--- src/inc/lube_pkg.sv ---
// Constants, register map and display screens of the no-flow monitor.
// Assumes a 100 MHz system clock.
package lube_pkg;
    localparam int CLK_HZ = 100_000_000;
    localparam int PULSE_MS = 500;
    localparam int PULSE_CYC = CLK_HZ / 1000 * PULSE_MS;
    localparam int TIMEOUT_MIN_S = 30;
    localparam int TIMEOUT_MAX_S = 240;
    localparam int TIMEOUT_DEF_S = 120;
    localparam int TIMEOUT_STEP_S = 10;
    localparam int FAULT_HOLD_S = 30;
    localparam int POL_RETURN_S = 30;
    localparam int UPLOAD_WAIT_S = 5;
    localparam int INTERVAL_MIN = 30;
    localparam int INTERVAL_S = INTERVAL_MIN * 60;
    localparam int HOUR_S = 3600;
    localparam int HIST_N = 6;
    localparam logic [7:0] ADDR_CONFIG = 8'h00;
    localparam logic [7:0] ADDR_STATUS = 8'h04;
    localparam logic [7:0] ADDR_LAST = 8'h08;
    localparam logic [7:0] ADDR_MEAN = 8'h0C;
    localparam logic [7:0] ADDR_RUNNING = 8'h10;
    localparam logic [7:0] ADDR_HOURS = 8'h14;
    localparam logic [7:0] ADDR_COUNT = 8'h18;
    localparam logic [7:0] ADDR_CHARGE = 8'h1C;
    localparam logic [7:0] ADDR_TREND_SEL = 8'h20;
    localparam logic [7:0] ADDR_TREND_DATA = 8'h24;
    localparam int CFG_POL_BIT = 0;
    localparam int CFG_TO_LSB = 8;
    localparam int CFG_CLR_BIT = 31;
    localparam logic [1:0] RESP_OKAY = 2'h0;
    localparam logic [1:0] RESP_SLVERR = 2'h2;
    localparam logic RESET_POL_NC = 1'h0;
    typedef enum logic [3:0] {
        SCR_DEFAULT = 4'h0,
        SCR_RUNNING = 4'h1,
        SCR_HOURS = 4'h3,
        SCR_COUNT = 4'h2,
        SCR_CHARGE = 4'h6,
        SCR_UPLOAD = 4'h7,
        SCR_CONFIG = 4'h5,
        SCR_TIMEOUT = 4'h4,
        SCR_GAP = 4'hC,
        SCR_POLARITY = 4'hD,
        SCR_UPLOAD_IN_PROGRESS = 4'hF,
        SCR_FAULT = 4'hE,
        SCR_ALARM = 4'hA
    } screen_e;
endpackage : lube_pkg

--- src/rtl/lube_no_flow_monitor.sv ---
// No-flow watchdog for a lubricant divider block, with AXI4-Lite registers.
// Pins are asynchronous and pass two flip-flops; buttons are debounced outside.
//
// Overview of operation
// - Switch input rising edges are counted as divider block cycles.
// - One pulse on the pulse output per detected cycle.
// - Each output pulse lasts 500 ms regardless of cycle length.
// - A detected cycle puts the alarm contact into its running state.
// - Timeout with no cycle returns the contact to its static opposite state.
// - Contact polarity is stored: open or closed while cycling.
// - Set press clears alarm, shows last/mean screen, contact to running.
// - Duration of the last complete cycle is kept in seconds.
// - Mean of the six most recent cycle durations, in seconds.
// - Mode presses step running, hours, count, charge screens in order.
// - Running period shows live seconds of the cycle in progress.
// - Operating hours accumulate since the last memory reset.
// - Cycle count accumulates since the last memory reset.
// - Low supply voltage forces the alarm state.
// - Alarm entry shows alarm screen; cycles return display to default.
// - Set then five modes shows upload prompt; set starts upload.
// - Unanswered upload shows fault, then default screen after 30 s.
// - Set then six modes shows config prompt; set enters timeout item.
// - Set in timeout item steps timeout within 30 to 240 s.
// - Timeout resets to 120 s.
// - Two more modes reach polarity item; set toggles polarity.
// - After polarity is set, return to default screen 30 s later.
// - Cell charge is resampled every 30 minute interval.
// - Trend records go to a ring store overwriting the oldest.
// - Trend and configuration are kept for a nonvolatile store; the code copies out only count and hours on nv_strobe.
// - Every 30 minutes cycle data is copied out for nonvolatile storage.
//
// Implementation choices: the register addresses and the AXI4-Lite slave port.
`timescale 1ns/1ps
module lube_no_flow_monitor
    import lube_pkg::*;
#(
    parameter int SEC_CYCLES = CLK_HZ,
    parameter int PULSE_CYCLES = PULSE_CYC,
    parameter int TREND_DEPTH = 16
) (
    input wire logic aclk,
    input wire logic aresetn,
    input wire logic switch_in,
    input wire logic set_btn,
    input wire logic mode_btn,
    input wire logic supply_low,
    input wire logic upload_ack,
    input wire logic [7:0] cell_level,
    output logic pulse_out,
    output logic alarm_contact,
    output logic [3:0] screen_code,
    output logic upload_req,
    output logic nv_strobe,
    output logic [31:0] nv_count,
    output logic [23:0] nv_hours,
    input wire logic [7:0] s_axi_awaddr,
    input wire logic s_axi_awvalid,
    output logic s_axi_awready,
    input wire logic [31:0] s_axi_wdata,
    input wire logic [3:0] s_axi_wstrb,
    input wire logic s_axi_wvalid,
    output logic s_axi_wready,
    output logic [1:0] s_axi_bresp,
    output logic s_axi_bvalid,
    input wire logic s_axi_bready,
    input wire logic [7:0] s_axi_araddr,
    input wire logic s_axi_arvalid,
    output logic s_axi_arready,
    output logic [31:0] s_axi_rdata,
    output logic [1:0] s_axi_rresp,
    output logic s_axi_rvalid,
    input wire logic s_axi_rready
);
    localparam int SW = $clog2(SEC_CYCLES + 1);
    localparam int PW = $clog2(PULSE_CYCLES + 1);
    localparam int TW = $clog2(TREND_DEPTH);

    if (SEC_CYCLES < 2 || PULSE_CYCLES < 1 || TREND_DEPTH < 2 ||
        (TREND_DEPTH & (TREND_DEPTH - 1)) != 0) begin : bad_params
        $error("lube_no_flow_monitor: unusable parameter values");
    end

    typedef struct packed {
        logic [4:0] s1;
        logic [4:0] s2;
        logic [4:0] prev;
        logic [7:0] c1;
        logic [7:0] c2;
        logic [SW-1:0] div;
        logic tick;
        logic [PW-1:0] pulse_cnt;
        logic pend;
        logic pulse_out;
        logic alarm;
        logic contact;
        logic pol;
        logic [7:0] timeout_s;
        logic [7:0] idle_s;
        logic [15:0] now_s;
        logic [15:0] last_s;
        logic [HIST_N-1:0][15:0] hist;
        logic [15:0] mean_s;
        logic [11:0] hour_sec;
        logic [23:0] hours;
        logic [31:0] count;
        logic [10:0] ivl_s;
        logic [15:0] ivl_cycles;
        logic [7:0] charge;
        logic [TREND_DEPTH-1:0][15:0] trend;
        logic [TW-1:0] wp;
        logic [TW-1:0] trend_sel;
        logic nv_strobe;
        logic [31:0] nv_count;
        logic [23:0] nv_hours;
        screen_e screen;
        logic [7:0] menu_s;
        logic armed;
        logic upload_req;
        logic aw_got;
        logic [7:0] awaddr;
        logic w_got;
        logic [31:0] wdata;
        logic [3:0] wstrb;
        logic awready;
        logic wready;
        logic bvalid;
        logic [1:0] bresp;
        logic arready;
        logic rvalid;
        logic [31:0] rdata;
        logic [1:0] rresp;
    } state_s;

    state_s r;
    state_s n;

    function automatic logic is_readout(input screen_e s);
        return s == SCR_DEFAULT || s == SCR_RUNNING || s == SCR_HOURS ||
            s == SCR_COUNT || s == SCR_CHARGE || s == SCR_ALARM;
    endfunction : is_readout

    function automatic logic [7:0] clamp_to(input logic [7:0] v);
        if (v < 8'(TIMEOUT_MIN_S)) return 8'(TIMEOUT_MIN_S);
        if (v > 8'(TIMEOUT_MAX_S)) return 8'(TIMEOUT_MAX_S);
        return v;
    endfunction : clamp_to

    logic [4:0] rise;
    logic cyc_ev;
    logic set_ev;
    logic mode_ev;
    logic low_s;
    logic ack_s;
    logic set_clr;
    logic expire;
    logic mem_clr;
    assign rise = r.s2 & ~r.prev;
    assign cyc_ev = rise[0];
    assign set_ev = rise[1];
    assign mode_ev = rise[2];
    assign low_s = r.s2[3];
    assign ack_s = r.s2[4];
    assign set_clr = set_ev && is_readout(r.screen);
    // Idle seconds saturate, so a held alarm never wraps back to running
    assign expire = !cyc_ev && !set_clr && r.idle_s >= r.timeout_s;
    assign mem_clr = r.aw_got && r.w_got && !r.bvalid && r.awaddr == ADDR_CONFIG &&
        r.wstrb[3] && r.wdata[CFG_CLR_BIT];

    always_comb begin
        logic [18:0] sum;
        sum = '0;
        n = r;
        n.s1 = {upload_ack, supply_low, mode_btn, set_btn, switch_in};
        n.s2 = r.s1;
        n.prev = r.s2;
        n.c1 = cell_level;
        n.c2 = r.c1;
        n.tick = 1'b0;
        n.nv_strobe = 1'b0;
        if (r.div == SW'(SEC_CYCLES - 1)) begin
            n.div = '0;
            n.tick = 1'b1;
        end else begin
            n.div = r.div + 1'b1;
        end
        // A cycle during a pulse is queued, not merged into it
        if (r.pulse_cnt != '0) begin
            n.pulse_cnt = r.pulse_cnt - 1'b1;
            if (r.pulse_cnt == PW'(1)) n.pulse_out = 1'b0;
            if (cyc_ev) n.pend = 1'b1;
        end else if (cyc_ev || r.pend) begin
            n.pulse_cnt = PW'(PULSE_CYCLES);
            n.pulse_out = 1'b1;
            n.pend = cyc_ev && r.pend;
        end
        if (cyc_ev) begin
            n.idle_s = '0;
            n.last_s = r.now_s;
            n.hist = {r.hist[HIST_N-2:0], r.now_s};
            for (int i = 0; i < HIST_N; i++) sum = sum + 19'(n.hist[i]);
            n.mean_s = 16'(sum / 19'(HIST_N));
            n.now_s = '0;
            n.count = r.count + 1'b1;
            n.ivl_cycles = r.ivl_cycles + 1'b1;
        end else if (r.tick) begin
            if (r.now_s != 16'hFFFF) n.now_s = r.now_s + 1'b1;
            if (r.idle_s != 8'hFF) n.idle_s = r.idle_s + 1'b1;
        end
        if (set_clr) n.idle_s = '0;
        if (r.tick && !r.alarm) begin
            if (r.hour_sec == 12'(HOUR_S - 1)) begin
                n.hour_sec = '0;
                n.hours = r.hours + 1'b1;
            end else begin
                n.hour_sec = r.hour_sec + 1'b1;
            end
        end
        if (r.tick) begin
            if (r.ivl_s == 11'(INTERVAL_S - 1)) begin
                n.ivl_s = '0;
                n.charge = r.c2;
                n.trend[r.wp] = r.ivl_cycles;
                n.wp = r.wp + 1'b1;
                n.nv_count = r.count;
                n.nv_hours = r.hours;
                n.nv_strobe = 1'b1;
                n.ivl_cycles = {15'h0, cyc_ev};
            end else begin
                n.ivl_s = r.ivl_s + 1'b1;
            end
        end
        if (mem_clr) begin
            n.hours = '0;
            n.hour_sec = '0;
            n.count = '0;
            n.trend = '0;
            n.wp = '0;
        end
        // Set wins over clear, so an expiry is never dropped
        if (expire || low_s) n.alarm = 1'b1;
        else if (cyc_ev || set_clr) n.alarm = 1'b0;

        case (r.screen)
            SCR_DEFAULT, SCR_ALARM: if (mode_ev) n.screen = SCR_RUNNING;
            SCR_RUNNING: if (mode_ev) n.screen = SCR_HOURS;
            SCR_HOURS: if (mode_ev) n.screen = SCR_COUNT;
            SCR_COUNT: if (mode_ev) n.screen = SCR_CHARGE;
            SCR_CHARGE: if (mode_ev) n.screen = SCR_UPLOAD;
            SCR_UPLOAD: begin
                if (set_ev) begin
                    n.screen = SCR_UPLOAD_IN_PROGRESS;
                    n.upload_req = 1'b1;
                    n.menu_s = '0;
                end else if (mode_ev) begin
                    n.screen = SCR_CONFIG;
                end
            end
            SCR_CONFIG: begin
                if (set_ev) n.screen = SCR_TIMEOUT;
                else if (mode_ev) n.screen = SCR_DEFAULT;
            end
            SCR_TIMEOUT: begin
                if (set_ev) begin
                    if (r.timeout_s >= 8'(TIMEOUT_MAX_S)) n.timeout_s = 8'(TIMEOUT_MIN_S);
                    else n.timeout_s = clamp_to(r.timeout_s + 8'(TIMEOUT_STEP_S));
                end else if (mode_ev) begin
                    n.screen = SCR_GAP;
                end
            end
            SCR_GAP: if (mode_ev) n.screen = SCR_POLARITY;
            SCR_POLARITY: begin
                if (set_ev) begin
                    n.pol = !r.pol;
                    n.armed = 1'b1;
                    n.menu_s = '0;
                end else if (mode_ev) begin
                    n.screen = SCR_DEFAULT;
                    n.armed = 1'b0;
                end else if (r.tick && r.armed) begin
                    if (r.menu_s == 8'(POL_RETURN_S - 1)) begin
                        n.screen = SCR_DEFAULT;
                        n.armed = 1'b0;
                    end else begin
                        n.menu_s = r.menu_s + 1'b1;
                    end
                end
            end
            SCR_UPLOAD_IN_PROGRESS: begin
                if (ack_s) begin
                    n.screen = SCR_DEFAULT;
                    n.upload_req = 1'b0;
                end else if (r.tick) begin
                    if (r.menu_s == 8'(UPLOAD_WAIT_S - 1)) begin
                        n.screen = SCR_FAULT;
                        n.upload_req = 1'b0;
                        n.menu_s = '0;
                    end else begin
                        n.menu_s = r.menu_s + 1'b1;
                    end
                end
            end
            SCR_FAULT: begin
                if (r.tick) begin
                    if (r.menu_s == 8'(FAULT_HOLD_S - 1)) n.screen = SCR_DEFAULT;
                    else n.menu_s = r.menu_s + 1'b1;
                end
            end
            default: n.screen = SCR_DEFAULT;
        endcase
        if (set_clr) n.screen = SCR_DEFAULT;
        if (n.alarm && !r.alarm && is_readout(n.screen)) n.screen = SCR_ALARM;
        else if (cyc_ev && r.screen == SCR_ALARM) n.screen = SCR_DEFAULT;

        if (r.bvalid && s_axi_bready) n.bvalid = 1'b0;
        if (r.awready && s_axi_awvalid) begin
            n.aw_got = 1'b1;
            n.awaddr = s_axi_awaddr;
        end
        if (r.wready && s_axi_wvalid) begin
            n.w_got = 1'b1;
            n.wdata = s_axi_wdata;
            n.wstrb = s_axi_wstrb;
        end
        if (r.aw_got && r.w_got && !r.bvalid) begin
            n.aw_got = 1'b0;
            n.w_got = 1'b0;
            n.bvalid = 1'b1;
            n.bresp = RESP_OKAY;
            case (r.awaddr)
                ADDR_CONFIG: begin
                    if (r.wstrb[0]) n.pol = r.wdata[CFG_POL_BIT];
                    if (r.wstrb[1]) n.timeout_s = clamp_to(r.wdata[CFG_TO_LSB+:8]);
                end
                ADDR_TREND_SEL: if (r.wstrb[0]) n.trend_sel = r.wdata[TW-1:0];
                ADDR_STATUS, ADDR_LAST, ADDR_MEAN, ADDR_RUNNING, ADDR_HOURS,
                ADDR_COUNT, ADDR_CHARGE, ADDR_TREND_DATA: n.bresp = RESP_OKAY;
                default: n.bresp = RESP_SLVERR;
            endcase
        end
        if (r.arready && s_axi_arvalid) begin
            n.rvalid = 1'b1;
            n.rresp = RESP_OKAY;
            case (s_axi_araddr)
                ADDR_CONFIG: n.rdata = {16'h0, r.timeout_s, 7'h0, r.pol};
                ADDR_STATUS: n.rdata = {24'h0, r.screen, r.upload_req, low_s,
                    r.contact, r.alarm};
                ADDR_LAST: n.rdata = {16'h0, r.last_s};
                ADDR_MEAN: n.rdata = {16'h0, r.mean_s};
                ADDR_RUNNING: n.rdata = {16'h0, r.now_s};
                ADDR_HOURS: n.rdata = {8'h0, r.hours};
                ADDR_COUNT: n.rdata = r.count;
                ADDR_CHARGE: n.rdata = {24'h0, r.charge};
                ADDR_TREND_SEL: n.rdata = 32'(r.trend_sel);
                ADDR_TREND_DATA: n.rdata = {16'h0, r.trend[r.trend_sel]};
                default: begin
                    n.rdata = '0;
                    n.rresp = RESP_SLVERR;
                end
            endcase
        end else if (r.rvalid && s_axi_rready) begin
            n.rvalid = 1'b0;
        end
        n.awready = !n.aw_got && !n.bvalid;
        n.wready = !n.w_got && !n.bvalid;
        n.arready = !n.rvalid;
        n.contact = n.alarm ? !n.pol : n.pol;
    end

    always_ff @(posedge aclk) begin
        if (!aresetn) begin
            r <= '0;
            r.alarm <= 1'b1;
            r.pol <= RESET_POL_NC;
            r.contact <= !RESET_POL_NC;
            r.timeout_s <= 8'(TIMEOUT_DEF_S);
            r.screen <= SCR_ALARM;
        end else begin
            r <= n;
        end
    end

    assign pulse_out = r.pulse_out;
    assign alarm_contact = r.contact;
    assign screen_code = r.screen;
    assign upload_req = r.upload_req;
    assign nv_strobe = r.nv_strobe;
    assign nv_count = r.nv_count;
    assign nv_hours = r.nv_hours;
    assign s_axi_awready = r.awready;
    assign s_axi_wready = r.wready;
    assign s_axi_bvalid = r.bvalid;
    assign s_axi_bresp = r.bresp;
    assign s_axi_arready = r.arready;
    assign s_axi_rvalid = r.rvalid;
    assign s_axi_rdata = r.rdata;
    assign s_axi_rresp = r.rresp;

    logic [31:0] hi_len;
    always_ff @(posedge aclk) begin
        if (!aresetn) hi_len <= '0;
        else if (pulse_out) hi_len <= hi_len + 1'b1;
        else hi_len <= '0;
    end
endmodule : lube_no_flow_monitor

--- config.mk ---
export PLATFORM = sky130hd
export DESIGN_NAME = lube_no_flow_monitor
export DESIGN_NICKNAME = d
export VERILOG_FILES = /design/src/inc/lube_pkg.sv /design/src/rtl/lube_no_flow_monitor.sv
export SDC_FILE = /design/constraint.sdc
export NUM_CORES = 2
export LEC_CHECK = 0
export BUFFER_PORTS_ARGS = -buffer_cell sky130_fd_sc_hd__buf_2
export CORE_UTILIZATION = 55
export DETAILED_ROUTE_END_ITERATION = 8
export PLACE_DENSITY = 0.75
export SYNTH_ARGS = -nofsm -noshare
export SYNTH_HDL_FRONTEND = slang
export SYNTH_SLANG_ARGS = --single-unit
--- constraint.sdc ---
create_clock -name aclk -period 7.5 [get_ports aclk]
set_input_delay 1.5 -clock aclk [delete_from_list [all_inputs] [get_ports aclk]]
set_output_delay 1.5 -clock aclk [all_outputs]
set_load 0.05 [all_outputs]
==> impl_results.md <==
* #FFs+latches synth at 719
* Post-synth EDFFs at 0
* Share of cells above drive strength 1 at 14.7%
* Synth Cell Area at between 0.03 and 0.04 mm²
* Initial antenna violation count at 2
* Final worst path period share at approximately 100%
* Setup TNS at 0 ns
* Run status: finished, final reports clean
* Die extent in y at 254 µm
* Pleak at 14.5 nW
* Global route overflow at 0
* Final layout net count at about 4,400
* Max Cap Violations at 0
* Post-synthesis mux area share at around 5.6%
* Cell count after synthesis at 4,148
* Async SR Flop Fraction at 0%
* CTS HTree Levels at 3
* Inserted Clock Buffers at 76
* RSZ-0062 raised after global routing: true
* # rows at 91
* DR vias at ~29,000
* Die area at between 0.06 and 0.07 mm²
* Core ar. at 0.0622 mm²
* Headroom to the max-slew limit at approximately a quarter
* Final cell count without fillers at 5,083
* Simple logic cell fraction of the synthesized area at between 20% and 30%
* Port buffer count at around 150
* Main combinational cell family by area after synthesis: simple AND/OR/NAND/NOR gates
* Violation count after the first detailed-route iteration at about 2,500
* Post-synth cell types at 92
* Area occupied by multi-input gates at 0.0185 mm²
* Register area at between 0.01 and 0.015 mm²
* Cell mode on critical path: fa_1
* CTS Sinks at 719
* Die X at approximately 250 µm
* Area share of fa/ha/maj cells after synthesis at under 10%
* Max Clk Rate at about 130 MHz
* Initial Util at 56.0%
* Final HPWL DP at 62.3 mm
* Sequential-to-total area share from yosys stat at 41.3%
* TritonCTS clock tree: yes
* Max Slew Vio Count at 0
* Crit path time final at around 7.5 ns
* Fin area at around 0.039 mm²
* Yosys Warn Count at 0
* Worst-margin pin slew at between 1 and 1.5 ns
* Hold Vio Cnt, Final at 0
* Peak supply drop at around 0.18 mV
* I/O pins at between 150 and 200
* Clock Latency Late Sink at 0.64 ns
* CP Class: register to register
* Largest stage delay on the critical path at about 0.54 ns
* Placed Cells incl. Taps at 4,929
* Synth Flop Type: dfxtp_1
* CP max stage cell: or4_4
* Drt first pass iters at 6
* Ant diodes at 0
* Syn_area_per_cell at 8.39 µm²
* CP required at ~8 ns
* CTS Root Buffer Type: clkbuf_16
* CTS max path bufs at 3
* # setup viols final at 0
* Global-route wire length before repair at 146 mm
* Crit start category: register
* Routability cong. at roughly 0.96
* Vias in the first global route at 27,500
* CP max FO at 7
* Data arrival, critical path at approximately 8.0 ns
* Vias per cell at 5.76
* Final wirelength at 93.2 mm
* Wire per inst at approximately 18 µm
* Area Growth Syn to Fin at 13.1%
* Residual DRC count at 0
* Hold-fix buffers, CTS at 0
* Logic pwr share at 6.8%
* Psw at slightly above 2 mW
* Layout Skew at between 0.03 and 0.04 ns
* Post-Synth XOR/XNOR Area at 4.38%
* Synth Area in Compound Gates at between 10% and 20%
* Clock slew at reported path FFs at 0.06 ns
* Internal power component at roughly 6.7 mW
* Worst setup EP type: register
* GR Util All Layers at around 29%
* Register share of total power at 45.6%
* Maximum number of pins on one net before global-route repair at 205
* Cell Area, Placed at 0.0360 mm²
* Switching Share at between 20% and 30%
* Pwr Density at roughly 220 mW/mm²
* Clk network pwr share at between 40% and 50%
* Filler cell count at just over 5,000
* Routed Antenna Nets at 0
* Hold Crit Class: register to register
==> stage by stage <==
| step | util, % | hold WS [ns] | total power, mW | setup WS (ns) |
|---|---|---|---|---|
| after floorplan | - | 0.412 | 4.53 | 0.133 |
| after global placement | 57.9 | 0.417 | 4.66 | -0.113 |
| after detailed placement | 57.9 | 0.420 | 4.66 | -0.134 |
| after CTS | 62.6 | 0.436 | 8.82 | 0.0250 |
| after global routing | 63.3 | 0.445 | 9.04 | -0.259 |
| final | 63.3 | 0.434 | 8.76 | 0.00543 |
==> power groups by stage <==
stage	Clock (mW)	Sequential [mW]	Combinational (mW)
detailed placement	0	4.08	0.587
global route	4.37	4.00	0.664
floorplan	0	4.05	0.481
CTS	4.23	3.99	0.598
finish	4.17	3.99	0.598
global placement	0	4.07	0.583
==> cell usage after synthesis (74+ instances only) <==
master	number	area [µm²]
o21ai_0	127	636
inv_1	179	672
clkbuf_1	227	852
a21oi_1	350	1750
nor2_1	279	1050
mux4_2	80	1800
buf_4	97	728
dfxtp_1	719	14400
xnor2_1	74	648
a21boi_0	112	841
xor2_1	100	876
nand2_1	913	3430
nand3_1	109	546
==> layout by cell type, fill, tap and decap left out, drive strengths merged, types with 42 or more instances in the layout <==
cell	instances
ha	42
o21ai	132
nand2	913
inv	185
a21oi	351
nand3	114
fa	64
mux4	80
o22ai	52
xor2	100
and2	60
a21boi	112
nor3	65
clkbuf	98
xnor2	74
dfxtp	719
nor2	281
buf	306
==> path summary, 6_finish.rpt <==
path | startpoint | endpoint | slack [ns] | cells after the start
max | r[559]$_SDFFE_PN0P_ | r[526]$_SDFFE_PN0P_ | 0.005 | 26
max reg2reg | r[559]$_SDFFE_PN0P_ | r[526]$_SDFFE_PN0P_ | 0.005 | 26
min | n[769]$_SDFF_PN0_ | ack_s$_SDFF_PN0_ | 0.43 | 1
min reg2reg | n[769]$_SDFF_PN0_ | ack_s$_SDFF_PN0_ | 0.43 | 1
==> cell families after synthesis <==
logic type / Yosys count
AO/OA/AOI/OAI: 871
AND/OR/NAND/NOR: 1654
buffers and inverters: 529
adder cells (fa/ha/maj): 107
other: 1
multiplexers: 93
XOR/XNOR: 174
flip-flops: 719
==> critical path: cells and delay by family, from the launching register on <==
family / cells / cell delay [ns]
DFF: 1 / 0.33
buffers and inverters: 3 / 0.25
adders and majority gates: 5 / 2.04
muxes: 1 / 0.30
and+or+nand+nor: 6 / 1.67
AOI/OAI and AO/OA: 11 / 2.79
==> per-layer routing <==
layer	vias up	track usage, %	routed length [µm]
met5	-	0	11
met4	2	10.6	3050
met3	195	4.99	6170
met2	981	47.9	44800
met1	14000	36.8	39100
li1	14100	-	-
==> final cells by class <==
cell class,instances,share of cell area [%]
tap,837,2.66
clock inverter,40,1.56
clock buffer,98,5.53
inverter,182,1.74
sequential,719,36.6
multi-input combinational,2901,47.0
timing repair buffer,306,4.95
==> repair_timing <==
| action | CTS | global route |
|---|---|---|
| pin swaps | 14 | 54 |
| cloned | 0 | 0 |
| endpoints found under the setup margin | 2 | 4 |
| buffers inserted | 5 | 13 |
| gates resized for setup | 16 | 71 |
Power figures use the tool's default switching activity.
